**src/rtl/ecc_regs.svh**
```systemverilog
// Constants of the receive clock correction elastic buffer.
// Assumes inclusion by the package and the design files only.
`ifndef ECC_REGS_SVH
`define ECC_REGS_SVH
`define ECC_DEPTH      32
`define ECC_PTR_W      5
`define ECC_LVL_W      6
`define ECC_MAX_SYM    4
`define ECC_MAX_LAT    6'h14
`define ECC_MIN_LAT    6'h12
`define ECC_CC_SYMBOL  8'h1c
`define ECC_SEQ_LEN    3'h1
`define ECC_SKID_DEPTH 2
`endif

```
**src/rtl/ecc_pkg.sv**
```systemverilog
// Types of the receive clock correction elastic buffer.
// Assumes the constants header sits beside it.
`include "ecc_regs.svh"
package ecc_pkg;
   typedef logic [8:0] ecc_char_t;
endpackage

```
**src/rtl/ecc_skid.sv**
```systemverilog
// Two-entry valid/ready buffer in front of the user-side consumer.
// Assumes one clock domain, sys_clk.
module ecc_skid
   import ecc_pkg::*;
(
   input  wire logic      sys_clk,
   input  wire logic      rstn,
   input  wire ecc_char_t in_data,
   input  wire logic      in_valid,
   output logic           in_ready,
   output ecc_char_t      out_data,
   output logic           out_valid,
   input  wire logic      out_ready
);
   typedef struct packed {
      ecc_char_t [1:0] mem;
      logic            wp;
      logic            rp;
      logic [1:0]      cnt;
      logic            in_ready;
      logic            out_valid;
      ecc_char_t       out_data;
   } ecc_skid_st_t;
   ecc_skid_st_t s_ff, nxt_s;
   always_comb begin
      logic push;
      logic pop;
      nxt_s = s_ff;
      push = in_valid && s_ff.in_ready;
      pop  = s_ff.out_valid && out_ready;
      if (push) begin
         nxt_s.mem[s_ff.wp] = in_data;
         nxt_s.wp = ~s_ff.wp;
      end
      if (pop) begin
         nxt_s.rp = ~s_ff.rp;
      end
      nxt_s.cnt = s_ff.cnt + {1'b0, push} - {1'b0, pop};
      nxt_s.in_ready = (nxt_s.cnt != 2'(`ECC_SKID_DEPTH));
      nxt_s.out_valid = (nxt_s.cnt != 2'h0);
      nxt_s.out_data = nxt_s.mem[nxt_s.rp];
      if (!rstn) begin
         nxt_s = '0;
      end
   end
   always_ff @(posedge sys_clk) begin
      s_ff <= nxt_s;
   end
   assign in_ready  = s_ff.in_ready;
   assign out_valid = s_ff.out_valid;
   assign out_data  = s_ff.out_data;
endmodule

```
**src/rtl/ecc_top.sv**
```systemverilog
// Receive elastic buffer with clock correction by sequence insert/delete.
// Assumes the line clock and line data come from outside; sampled here.
module ecc_top
   import ecc_pkg::*;
(
   input  wire logic        sys_clk,
   input  wire logic        rstn,
   input  wire logic        line_clk,
   input  wire logic [7:0]  line_data,
   input  wire logic        line_is_k,
   input  wire logic        line_inv_disp,
   input  wire logic        cc_enable,
   input  wire logic        cc_two_seq,
   input  wire logic [2:0]  cc_seq_len,
   input  wire logic [5:0]  cc_max_lat,
   input  wire logic [5:0]  cc_min_lat,
   input  wire logic [63:0] cc_sym,
   input  wire logic [7:0]  cc_sym_k,
   input  wire logic [7:0]  cc_sym_dc,
   input  wire logic [7:0]  cc_sym_inv,
   output logic [7:0]       rx_data,
   output logic             rx_is_k,
   output logic             rx_valid,
   input  wire logic        rx_ready,
   output logic [5:0]       buf_level,
   output logic             cc_deleted,
   output logic             cc_inserted,
   output logic             buf_overflow
);
   // ************************************************************
   // State
   // ************************************************************
   typedef struct packed {
      logic [2:0]                 lc_sync;
      logic [1:0][7:0]            d_s1;
      logic [1:0]                 k_s1;
      logic [1:0]                 i_s1;
      logic [3:0][9:0]            hist;
      logic [2:0]                 hist_cnt;
      logic [`ECC_DEPTH-1:0][8:0] mem;
      logic [`ECC_PTR_W-1:0]      wp;
      logic [`ECC_PTR_W-1:0]      rp;
      logic [`ECC_LVL_W-1:0]      lvl;
      logic [3:0][8:0]            last_seq;
      logic [2:0]                 last_len;
      logic                       have_seq;
      logic [2:0]                 ins_idx;
      logic                       ins_act;
      logic [2:0]                 sym_idx;
      logic                       del_act;
      logic                       cc_deleted;
      logic                       cc_inserted;
      logic                       ovf;
   } ecc_st_t;
   ecc_st_t s_ff, nxt_s;
   ecc_char_t sk_in;
   logic      sk_valid;
   logic      sk_ready;
   ecc_char_t sk_out;
   logic      sk_out_valid;
   // ************************************************************
   // Sequence matcher
   // ************************************************************
   logic [1:0][3:0] pos_ok;
   logic [1:0]      seq_hit;
   for (genvar q = 0; q < 2; q++) begin : g_seq
      for (genvar p = 0; p < `ECC_MAX_SYM; p++) begin : g_pos
         localparam int B = q * `ECC_MAX_SYM + p;
         logic [9:0] h;
         assign h = s_ff.hist[p];
         // Unused slots beyond length act as wildcards
         assign pos_ok[q][p] = (3'(p) >= cc_seq_len) || cc_sym_dc[B]
            || ((h[7:0] == cc_sym[B*8 +: 8])
                && (h[8] == cc_sym_k[B])
                && (!h[9] || cc_sym_inv[B]));
      end
      assign seq_hit[q] = (&pos_ok[q]) && (s_ff.hist_cnt >= cc_seq_len);
   end
   // ************************************************************
   // Next state
   // ************************************************************
   always_comb begin
      logic                  edge_rise;
      logic                  hit;
      logic                  push;
      logic                  pop;
      logic [`ECC_PTR_W-1:0] wpn;
      nxt_s = s_ff;
      nxt_s.cc_deleted  = 1'b0;
      nxt_s.cc_inserted = 1'b0;
      // Data sampled twice with sys_clk, then captured on the synced line clock rising edge
      nxt_s.lc_sync = {s_ff.lc_sync[1:0], line_clk};
      nxt_s.d_s1 = {s_ff.d_s1[0], line_data};
      nxt_s.k_s1 = {s_ff.k_s1[0], line_is_k};
      nxt_s.i_s1 = {s_ff.i_s1[0], line_inv_disp};
      edge_rise = s_ff.lc_sync[1] && !s_ff.lc_sync[2];
      hit  = cc_enable && (seq_hit[0] || (cc_two_seq && seq_hit[1]));
      wpn  = s_ff.wp;
      push = 1'b0;
      if (edge_rise) begin
         nxt_s.hist = {s_ff.hist[2:0], {s_ff.i_s1[1], s_ff.k_s1[1], s_ff.d_s1[1]}};
         // Sliding window: count saturates so every character leaves it once
         nxt_s.hist_cnt = (s_ff.hist_cnt >= cc_seq_len) ? cc_seq_len : s_ff.hist_cnt + 3'h1;
      end
      // Whole sequences are written once complete, so delete drops them all
      if (hit && !s_ff.del_act && !edge_rise) begin
         nxt_s.del_act = 1'b1;
         nxt_s.hist_cnt = 3'h0;
         for (int i = 0; i < `ECC_MAX_SYM; i++) begin
            nxt_s.last_seq[i] = s_ff.hist[i][8:0];
         end
         nxt_s.last_len = cc_seq_len;
         nxt_s.have_seq = 1'b1;
         if (s_ff.lvl > cc_max_lat) begin
            nxt_s.cc_deleted = 1'b1;
            nxt_s.sym_idx = 3'h0;
         end else begin
            nxt_s.sym_idx = cc_seq_len;
         end
      end else if (s_ff.del_act && !edge_rise) begin
         if (s_ff.sym_idx != 3'h0 && s_ff.lvl < 6'(`ECC_DEPTH)) begin
            push = 1'b1;
            nxt_s.mem[s_ff.wp] = s_ff.last_seq[s_ff.sym_idx - 3'h1];
            nxt_s.sym_idx = s_ff.sym_idx - 3'h1;
         end else if (s_ff.sym_idx == 3'h0) begin
            nxt_s.del_act = 1'b0;
         end
      end else if (edge_rise && !s_ff.del_act && s_ff.hist_cnt == 3'h0) begin
         // Plain data after a match or reset is forwarded later by the window
      end
      // Characters older than the window that never formed a sequence
      if (edge_rise && !hit && s_ff.hist_cnt >= cc_seq_len && !s_ff.del_act) begin
         if (s_ff.lvl < 6'(`ECC_DEPTH)) begin
            push = 1'b1;
            nxt_s.mem[s_ff.wp] = s_ff.hist[cc_seq_len - 3'h1][8:0];
         end else begin
            nxt_s.ovf = 1'b1;
         end
      end
      if (push) begin
         wpn = s_ff.wp + 5'h1;
      end
      nxt_s.wp = wpn;
      // Read side; underflow guard inserts a whole stored sequence
      pop = 1'b0;
      if (s_ff.ins_act) begin
         if (sk_ready) begin
            nxt_s.ins_idx = s_ff.ins_idx + 3'h1;
            if (s_ff.ins_idx + 3'h1 == s_ff.last_len) begin
               nxt_s.ins_act = 1'b0;
            end
         end
      end else if (sk_ready && s_ff.lvl != 6'h0) begin
         // Hold back below minimum latency; a sequence fills the gap
         if (s_ff.lvl >= cc_min_lat || !cc_enable) begin
            pop = 1'b1;
         end else if (s_ff.have_seq && s_ff.lvl < cc_min_lat) begin
            nxt_s.ins_act = 1'b1;
            nxt_s.ins_idx = 3'h0;
            nxt_s.cc_inserted = 1'b1;
         end
      end
      if (pop) begin
         nxt_s.rp = s_ff.rp + 5'h1;
      end
      nxt_s.lvl = s_ff.lvl + 6'(push) - 6'(pop);
      if (!rstn) begin
         nxt_s = '0;
      end
   end
   always_ff @(posedge sys_clk) begin
      s_ff <= nxt_s;
   end
   assign sk_in    = s_ff.ins_act ? s_ff.last_seq[s_ff.last_len - 3'h1 - s_ff.ins_idx]
                                  : s_ff.mem[s_ff.rp];
   assign sk_valid = s_ff.ins_act || (sk_ready && s_ff.lvl != 6'h0
                                      && (s_ff.lvl >= cc_min_lat || !cc_enable));
   ecc_skid u_skid (
      .sys_clk   (sys_clk),
      .rstn      (rstn),
      .in_data   (sk_in),
      .in_valid  (sk_valid),
      .in_ready  (sk_ready),
      .out_data  (sk_out),
      .out_valid (sk_out_valid),
      .out_ready (rx_ready)
   );
   assign rx_data      = sk_out[7:0];
   assign rx_is_k      = sk_out[8];
   assign rx_valid     = sk_out_valid;
   assign buf_level    = s_ff.lvl;
   assign cc_deleted   = s_ff.cc_deleted;
   assign cc_inserted  = s_ff.cc_inserted;
   assign buf_overflow = s_ff.ovf;
   // ************************************************************
   // Checks
   // ************************************************************
   property p_level_bound;
      @(posedge sys_clk) disable iff (!rstn) s_ff.lvl <= 6'(`ECC_DEPTH);
   endproperty
   a_level_bound: assert property (p_level_bound) else $error("level above depth");
   property p_del_when_high;
      @(posedge sys_clk) disable iff (!rstn) cc_deleted |-> $past(s_ff.lvl) > $past(cc_max_lat);
   endproperty
   a_del_when_high: assert property (p_del_when_high) else $error("delete while not above max");
   property p_ins_when_low;
      @(posedge sys_clk) disable iff (!rstn) cc_inserted |-> $past(s_ff.lvl) < $past(cc_min_lat);
   endproperty
   a_ins_when_low: assert property (p_ins_when_low) else $error("insert while not below min");
   property p_no_corr_disabled;
      @(posedge sys_clk) disable iff (!rstn) !$past(cc_enable) |-> !cc_deleted;
   endproperty
   a_no_corr_disabled: assert property (p_no_corr_disabled) else $error("correction while disabled");
   property p_no_pop_low;
      @(posedge sys_clk) disable iff (!rstn) cc_enable && s_ff.lvl < cc_min_lat |=> $stable(s_ff.rp);
   endproperty
   a_no_pop_low: assert property (p_no_pop_low) else $error("buffer read below minimum");
   property p_rx_hold;
      @(posedge sys_clk) disable iff (!rstn) rx_valid && !rx_ready |=> rx_valid && $stable(rx_data);
   endproperty
   a_rx_hold: assert property (p_rx_hold) else $error("output changed while stalled");
endmodule

```
**config.mk**
```make
export PLATFORM = sky130hd
export DESIGN_NAME = ecc_top
export DESIGN_NICKNAME = d
export VERILOG_FILES = /design/src/rtl/ecc_pkg.sv /design/src/rtl/ecc_skid.sv /design/src/rtl/ecc_top.sv
export VERILOG_INCLUDE_DIRS = /design/src /design/src/rtl
export SDC_FILE = /design/constraint.sdc
export NUM_CORES = 2
export LEC_CHECK = 0
export BUFFER_PORTS_ARGS = -buffer_cell sky130_fd_sc_hd__buf_4
export CORE_ASPECT_RATIO = 0.9
export CORE_MARGIN = 2
export CORE_UTILIZATION = 60
export CTS_CLUSTER_DIAMETER = 30
export DETAILED_ROUTE_END_ITERATION = 8
export PLACE_DENSITY = 0.78
export RECOVER_POWER = 50
export SYNTH_ARGS = -nofsm -noshare
export SYNTH_HDL_FRONTEND = slang
export SYNTH_SLANG_ARGS = --single-unit
```
**constraint.sdc**
```tcl
create_clock -name sys_clk -period 4.3 [get_ports sys_clk]
set_input_delay 0.215 -clock sys_clk [delete_from_list [all_inputs] [get_ports sys_clk]]
set_output_delay 0.215 -clock sys_clk [all_outputs]
set_load 0.005 [all_outputs]
```
# --- Yosys cells after proc, flatten, opt, wreduce, memory -nomap -nowiden ---
# Index checks and enable logic that the tools add are counted.
totals:
  regBits: 454
  input_bits: 119
  elab_cells: 259
op_classes:
  n_addsub: 12
  magnitude_cmp: 18
  n_eq_ne: 21
  n_mux: 48
  n_bitwise: 5
  reduce_logical: 89
ops:
  columns: ["op", "count"]
  rows:
  - ["$mux W288", 5]
  - ["$bwmux W288", 2]
  - ["$mux W9", 9]
  - ["$eq A8 B8 Y1", 8]
  - ["$bmux W9 S5", 1]
  - ["$demux W9 S5", 1]
  - ["$bmux W9 S2", 2]
  - ["$logic_and A1 B1 Y1", 35]
  - ["$mux W4", 7]
  - ["$logic_or A1 B1 Y1", 27]
  - ["$bmux W10 S2", 1]
  - ["$mux W19", 1]
  - ["$bwmux W18", 1]
  - ["$mux W1", 14]
  - ["$lt A5 B6 Y1 const B", 2]
  - ["$reduce_and A4 Y1", 3]
  - ["$reduce_bool A2 Y1", 6]
  - ["$add A5 B1 Y5 const B", 2]
  - ["$demux W9 S1", 1]
  - ["$logic_not A1 Y1", 9]
  - ["$lt A3 B3 Y1 const B", 3]
  - ["$mux W3", 3]
  - ["$sub A3 B1 Y3 const B", 3]
  - ["$eq A1 B1 Y1", 8]
  - ["other kinds (27)", 39]

# --- Depth between registers and ports, before layout ---
depth:
  ltp_word: 16
  mapped_depth: 23
  depth_no_buf: 20

# --- Modules after synthesis ---
# Synthesis repeated with hierarchy kept, for this count alone.
hier_totals:
  cells_unflattened: 2745
  area_unflattened_um2: 24315.8
modules_own_cells:
  columns: ["mod", "instances", "cells_each", "area_each_um2"]
  rows:
  - ["ecc_top", 1, 2632, 23048.4]
  - ["ecc_skid", 1, 113, 1267.5]

# --- Worst setup path after synthesis ---
# OpenSTA, ideal clock, no wires.
synth_timing:
  path_type: "input to register"
  from: "in cc_seq_len[0]"
  to: "reg s_ff, in the netlist buf_level[4]"
  setup_ns: 0.128
  arrival_time_ns: 3.689
  path_slack_ns: 0.483
  path_stages: 23
  path_buffers: 3
  path_cell_list: "clkbuf_1 clkbuf_1 inv_1 ha_1 o21ba_2 o21bai_1 a31oi_1 or4_4 o41a_1 o31a_1 buf_6 nor2_1 ha_1 inv_1 ha_1 inv_1 fa_1 inv_1 a21oi_1 nor2_1 nor2_1 xor2_1 nor2_1"
synth_between:
  elab_chain_cells: 15
synth_lines:
  columns: ["element", "line", "rtl"]
  rows:
  - ["start: declaration", "ecc_top.sv:14", "input wire logic [2:0] cc_seq_len,"]
  - ["$ge A1 B3 Y1 or $ge A2 B3 Y1 (tied branches)", "ecc_top.sv:72", "assign pos_ok[q][p] = (3'(p) >= cc_seq_len) || cc_sym_dc[B]"]
  - ["$logic_or A1 B1 Y1", "ecc_top.sv:72", null]
  - ["$logic_or A1 B1 Y1", "ecc_top.sv:73", "|| ((h[7:0] == cc_sym[B*8 +: 8])"]
  - ["$reduce_and A4 Y1", "ecc_top.sv:77", "assign seq_hit[q] = (&pos_ok[q]) && (s_ff.hist_cnt >= cc_seq_len);"]
  - ["$logic_and A1 B1 Y1", "ecc_top.sv:77", null]
  - ["$logic_and A1 B1 Y1", "ecc_top.sv:97", "hit = cc_enable && (seq_hit[0] || (cc_two_seq && seq_hit[1]));"]
  - ["$logic_or A1 B1 Y1", "ecc_top.sv:97", null]
  - ["$logic_and A1 B1 Y1", "ecc_top.sv:97", null]
  - ["$logic_and A1 B1 Y1 or $logic_not A1 Y1 (tied branches)", "ecc_top.sv:106, ecc_top.sv:132", null]
  - ["$logic_and A1 B1 Y1 (on tied branches)", "ecc_top.sv:106, ecc_top.sv:132", null]
  - ["$mux W1 or $logic_and A1 B1 Y1 (tied branches)", "ecc_top.sv:106, ecc_top.sv:132", null]
  - ["$mux W1 or $logic_and A1 B1 Y1 (tied branches)", "ecc_top.sv:133, ecc_top.sv:132", null]
  - ["$mux W1 *", "ecc_top.sv:132", "if (edge_rise && !hit && s_ff.hist_cnt >= cc_seq_len && !s_ff.del_act) begin"]
  - ["$add A6 B1 Y6 *", "ecc_top.sv:166", "nxt_s.lvl = s_ff.lvl + 6'(push) - 6'(pop);"]
  - ["$sub A6 B1 Y6 *", "ecc_top.sv:166", null]
  - ["end signal: assignment", "ecc_top.sv:172", "s_ff <= nxt_s;"]
  - ["end: declaration", "ecc_top.sv:55", "ecc_st_t s_ff, nxt_s;"]
# Every way passes the cells marked *; elsewhere a longest branch is shown, timed or not.
# A chain may end at the register's enable or synchronous reset.

# --- Worst setup path after layout ---
layout_timing:
  from: "reg s_ff[57] (netlist bit)"
  to: "reg u_skid.s_ff, in the netlist u_skid.out_data[0]"
layout_between:
  elab_chain_cells: 7
layout_lines:
  columns: ["element", "line", "rtl"]
  rows:
  - ["$bmux W9 S5", "ecc_top.sv:175", ": s_ff.mem[s_ff.rp];"]
  - ["$mux W9 (implied by the code)", "ecc_top.sv:175", null]
  - ["$mux W9", "ecc_top.sv:174", "assign sk_in = s_ff.ins_act ? s_ff.last_seq[s_ff.last_len - 3'h1 - s_ff.ins_idx]"]
  - ["$bwmux W18", "ecc_skid.sv:32", "nxt_s.mem[s_ff.wp] = in_data;"]
  - ["$mux W19", "ecc_skid.sv:31", "if (push) begin"]
  - ["$mux W9 (implied by the code) (2 in a row)", "ecc_skid.sv:41", "nxt_s.out_data = nxt_s.mem[nxt_s.rp];"]
  - ["end signal: assignment", "ecc_skid.sv:47", "s_ff <= nxt_s;"]
  - ["end: declaration", "ecc_skid.sv:24", "ecc_skid_st_t s_ff, nxt_s;"]
# No other way between the ends. The select of a mux whose other input is x is not followed.

==> impl_metrics.py <==
metrics = {
    "status": {
        "status": "complete, but fails checks",
        "violations": "max-capacitance violations, max-slew violations",
    },
    "timing": {
        "tightest_slew_ns": 3.535,
        "fin_skew_ns": 0.02132,
        "setup_tns_ns": 0,
        "finalHoldViolCount": 0,
        "finalSetupViolCount": 0,
        "clock.fmax_ghz": 0.2464,
        "drv_slew": 243,
        "fin_ws_ns": 0.2424,
        "rsz0062_at_grt": "false",
        "relSlewSlack": -1.357,
        "layout_min_cycle_time_ns": 4.058,
        "period_share": 0.9436,
    },
    "placed_design": {
        "post-place-cells": 2919,
        "port_buffers": 137,
        "dp_slack_ns": 0.3621,
        "place_hpwl_um": 45130,
        "routabilityCongestion": 0.9374,
    },
    "global_routing": {
        "gr-total-overflow": 0,
        "grt_pass1_wl_um": 111700,
        "grt_max_degree": 196,
        "first_global_vias": 19780,
        "antenna_found_initial": 4,
        "track_usage": 0.3356,
    },
    "worst_setup_path": {
        "arrival_ns": 4.52,
        "max_stage_delay_ns": 1.28,
        "worstPathMaxFanout": 39,
        "critPathLaunchType": "flip-flop",
        "worstSetupPathType": "reg -> reg",
        "crit_required_ns": 4.76,
        "worstReg2RegStart": "s_ff[57]",
        "cp_slowest_cell": "dfxtp_1",
        "crit_start": "s_ff[57]",
        "crit_chain": "buf_12 -> mux4_2 -> mux4_2 -> mux2i_1 -> o21ai_0 -> mux2i_1 -> o22ai_1",
        "endpoint_kind": "flip-flop",
    },
    "hold_path": {
        "min_from": "cc_seq_len[0]",
        "hold_path.class": "in -> reg",
    },
    "synth": {
        "ys_types": 53,
        "synthArstFlopShare": 0,
        "syn_inst": 2402,
        "ys.warnings.count": 0,
        "syn_avg_cell_area_um2": 10.31,
        "ys.flop_type": "dfxtp_1",
        "synth_nets": 2560,
        "ys_seq_area_frac": 0.3669,
        "synth_edf_count": 0,
        "synth_seq_cells": 454,
        "syn_area_um2": 24770,
    },
    "power": {
        "leakagePower_nw": 12.58,
        "fin_total_pwr_mw": 13.04,
        "swShare": 0.2649,
        "intPower_mw": 9.584,
        "worst_ir_drop_vdd_uv": 335.0,
        "seq_power_share": 0.339,
        "power_density_nw_per_um2": 447.9,
        "p_comb_frac": 0.109,
        "switchingPower_mw": 3.454,
        "pwr-share-clk": 0.551,
    },
    "detailed_routing": {
        "wl_per_cell_um": 23.29,
        "antenna_left": 0,
        "routed_wl_um": 72250,
        "avgViaCountPerCell": 6.267,
        "top_layer": "met5",
        "drt_iter0_drc": 1879,
        "met1_length_um": 29680,
        "vias": 19440,
        "route.met3.wl_um": 6378,
        "drt-pass1-iter-count": 6,
        "drc_errors": 0,
        "wl_met2_um": 34040,
    },
    "floorplanning": {
        "die_height_um": 196.8,
        "floorplan.rows": 70,
        "core-area_um2": 40640,
        "dieArea_um2": 42930,
        "start_util": 0.6096,
        "die_w_um": 218.2,
        "io_pins": 138,
    },
    "cells_and_area": {
        "layout_commonest_cell": "dfxtp_1",
        "synthToLayoutAreaGrowth_pct": 17.51,
        "finish.net_count": 2643,
        "final_cells": 3102,
        "n_antenna_cell": 0,
        "drive_gt1_frac": 0.3013,
        "final_cell_mix": "dfxtp_1 (453), nand2_1 (435), mux2i_1 (358)",
        "num-fill-cells": 2805,
    },
    "clock_network": {
        "clockRootBuffer": "clkbuf_16",
        "clk_pin_slew_ns": 0.06,
        "clockBufferDepth": 3,
        "htree_levels": 3,
        "clk_latency_ns": 0.62,
        "cts_setup_buffers": 0,
        "cts_buffers": 90,
        "cts.sinks": 454,
        "cts_tree": "done",
    },
    "run": {
        "cap_violations": 2,
    },
}
## flip-flops by register name (all words and copies together) (netlist names)
signal	count
s_ff	372
u_skid.in_ready	1
u_skid.s_ff	22
u_skid.out_data	9
cc_inserted	1
buf_overflow	1
buf_level	6
u_skid.out_valid	1
cc_deleted	1
g_seq.g_pos.h	40
## through the flow
step	hold WS, ns	cell area (µm²)	utilization
after floorplan	0.3423	24770	-
final	0.09754	29110	0.7163
after global routing	0.1170	29110	0.7163
after CTS	0.07585	29220	0.7190
after global placement	0.4164	25920	0.6377
after detailed placement	0.4186	25920	0.6377
## power groups by stage
stage          registers [mW]  logic, mW  clock network (mW)
2_1_floorplan            4.42       1.08                   0
6_report                 4.42       1.43                7.19
4_1_cts                  4.43       1.43                7.21
3_5_place_dp             4.51       1.41                   0
5_1_grt                  4.44       1.56                7.42
3_3_place_gp             4.51       1.37                   0
## what timing repair did
action                    CTS  global route
hold endpoints to repair   14             0
hold buffers               14             0
gates resized for setup     0             0
## synth_stat cells, types with 2 or more instances
| cell | n | area [µm²] |
|---|---|---|
| nand3b_1 | 3 | 22.52 |
| a31oi_1 | 6 | 37.54 |
| a311oi_1 | 2 | 17.52 |
| buf_4 | 24 | 180.2 |
| buf_6 | 18 | 202.7 |
| and2_1 | 30 | 187.7 |
| or3_1 | 2 | 12.51 |
| nor4_2 | 3 | 37.54 |
| and3_4 | 16 | 180.2 |
| o31ai_1 | 2 | 15.01 |
| nand3_1 | 10 | 50.05 |
| a21o_1 | 6 | 45.04 |
| inv_1 | 48 | 180.2 |
| nor4_1 | 14 | 87.58 |
| buf_1 | 10 | 37.54 |
| mux2i_1 | 358 | 3583 |
| o31a_1 | 4 | 35.03 |
| nor4b_1 | 2 | 17.52 |
| mux4_2 | 117 | 2635 |
| o21ba_2 | 2 | 20.02 |
| o21bai_1 | 3 | 22.52 |
| xor2_1 | 63 | 551.8 |
| a211oi_1 | 2 | 15.01 |
| dfxtp_1 | 454 | 9089 |
| nand4_1 | 22 | 137.6 |
| mux2_2 | 288 | 3243 |
| o21ai_0 | 19 | 95.09 |
| o21a_1 | 2 | 15.01 |
| ha_1 | 38 | 475.5 |
| nor2b_1 | 3 | 18.77 |
| nand2b_1 | 9 | 56.30 |
| nor3b_1 | 4 | 30.03 |
| clkbuf_1 | 146 | 548.0 |
| nor2_1 | 91 | 341.6 |
| and3_1 | 4 | 25.02 |
| nand2_1 | 435 | 1633 |
| nor3_1 | 11 | 55.05 |
| and3b_1 | 2 | 17.52 |
| a2111oi_0 | 2 | 17.52 |
| a21oi_1 | 64 | 320.3 |
| o22ai_1 | 9 | 56.30 |
| xnor2_1 | 26 | 227.7 |
| buf_2 | 18 | 90.09 |
## kinds of logic after synthesis
| kind of cell | Yosys count | share of synthesized area |
|---|---|---|
| flip-flops | 454 | 0.3669 |
| adder cells (fa/ha/maj) | 39 | 0.02000 |
| multiplexers | 763 | 0.3819 |
| XOR/XNOR | 89 | 0.03147 |
| buffers and inverters | 264 | 0.05000 |
| AO/OA/AOI/OAI | 129 | 0.03116 |
| AND/OR/NAND/NOR | 664 | 0.1185 |
## per-layer routing
metal | vias up | track usage
met5 | - | 0
met4 | 6 | 0.1227
met1 | 9612 | 0.4431
met2 | 976 | 0.5409
met3 | 185 | 0.07531
li1 | 8661 | -
## area by class of cell
type / count / area, µm² / share of cell area
clock inverters: 57 / 624.3 / 0.02145
multi-input cells: 1684 / 14390 / 0.4943
clock buffers: 112 / 2537 / 0.08717
inverters: 48 / 181.4 / 0.006232
flip-flops and latches: 454 / 9090 / 0.3123
repair buffers: 207 / 1613 / 0.05540
well taps: 540 / 675.6 / 0.02321
## path summary, 6_finish.rpt
kind | to | slack [ns] | depth (start not counted)
setup / recovery | u_skid.out_data[0] | 0.24 | 7
hold / removal | s_ff[12] | 0.1 | 3
setup reg to reg | u_skid.out_data[0] | 0.24 | 7
hold reg to reg | s_ff[419] | 0.43 | 1
## critical path, delay by kind of cell (launching register included)
| kind | cells | cell delay [ns] |
|---|---|---|
| compound gates | 2 | 0.40 |
| buf+inv | 1 | 0.40 |
| flops | 1 | 1.28 |
| mux | 4 | 1.75 |
No activity file was read; power rests on OpenSTA's default activity.
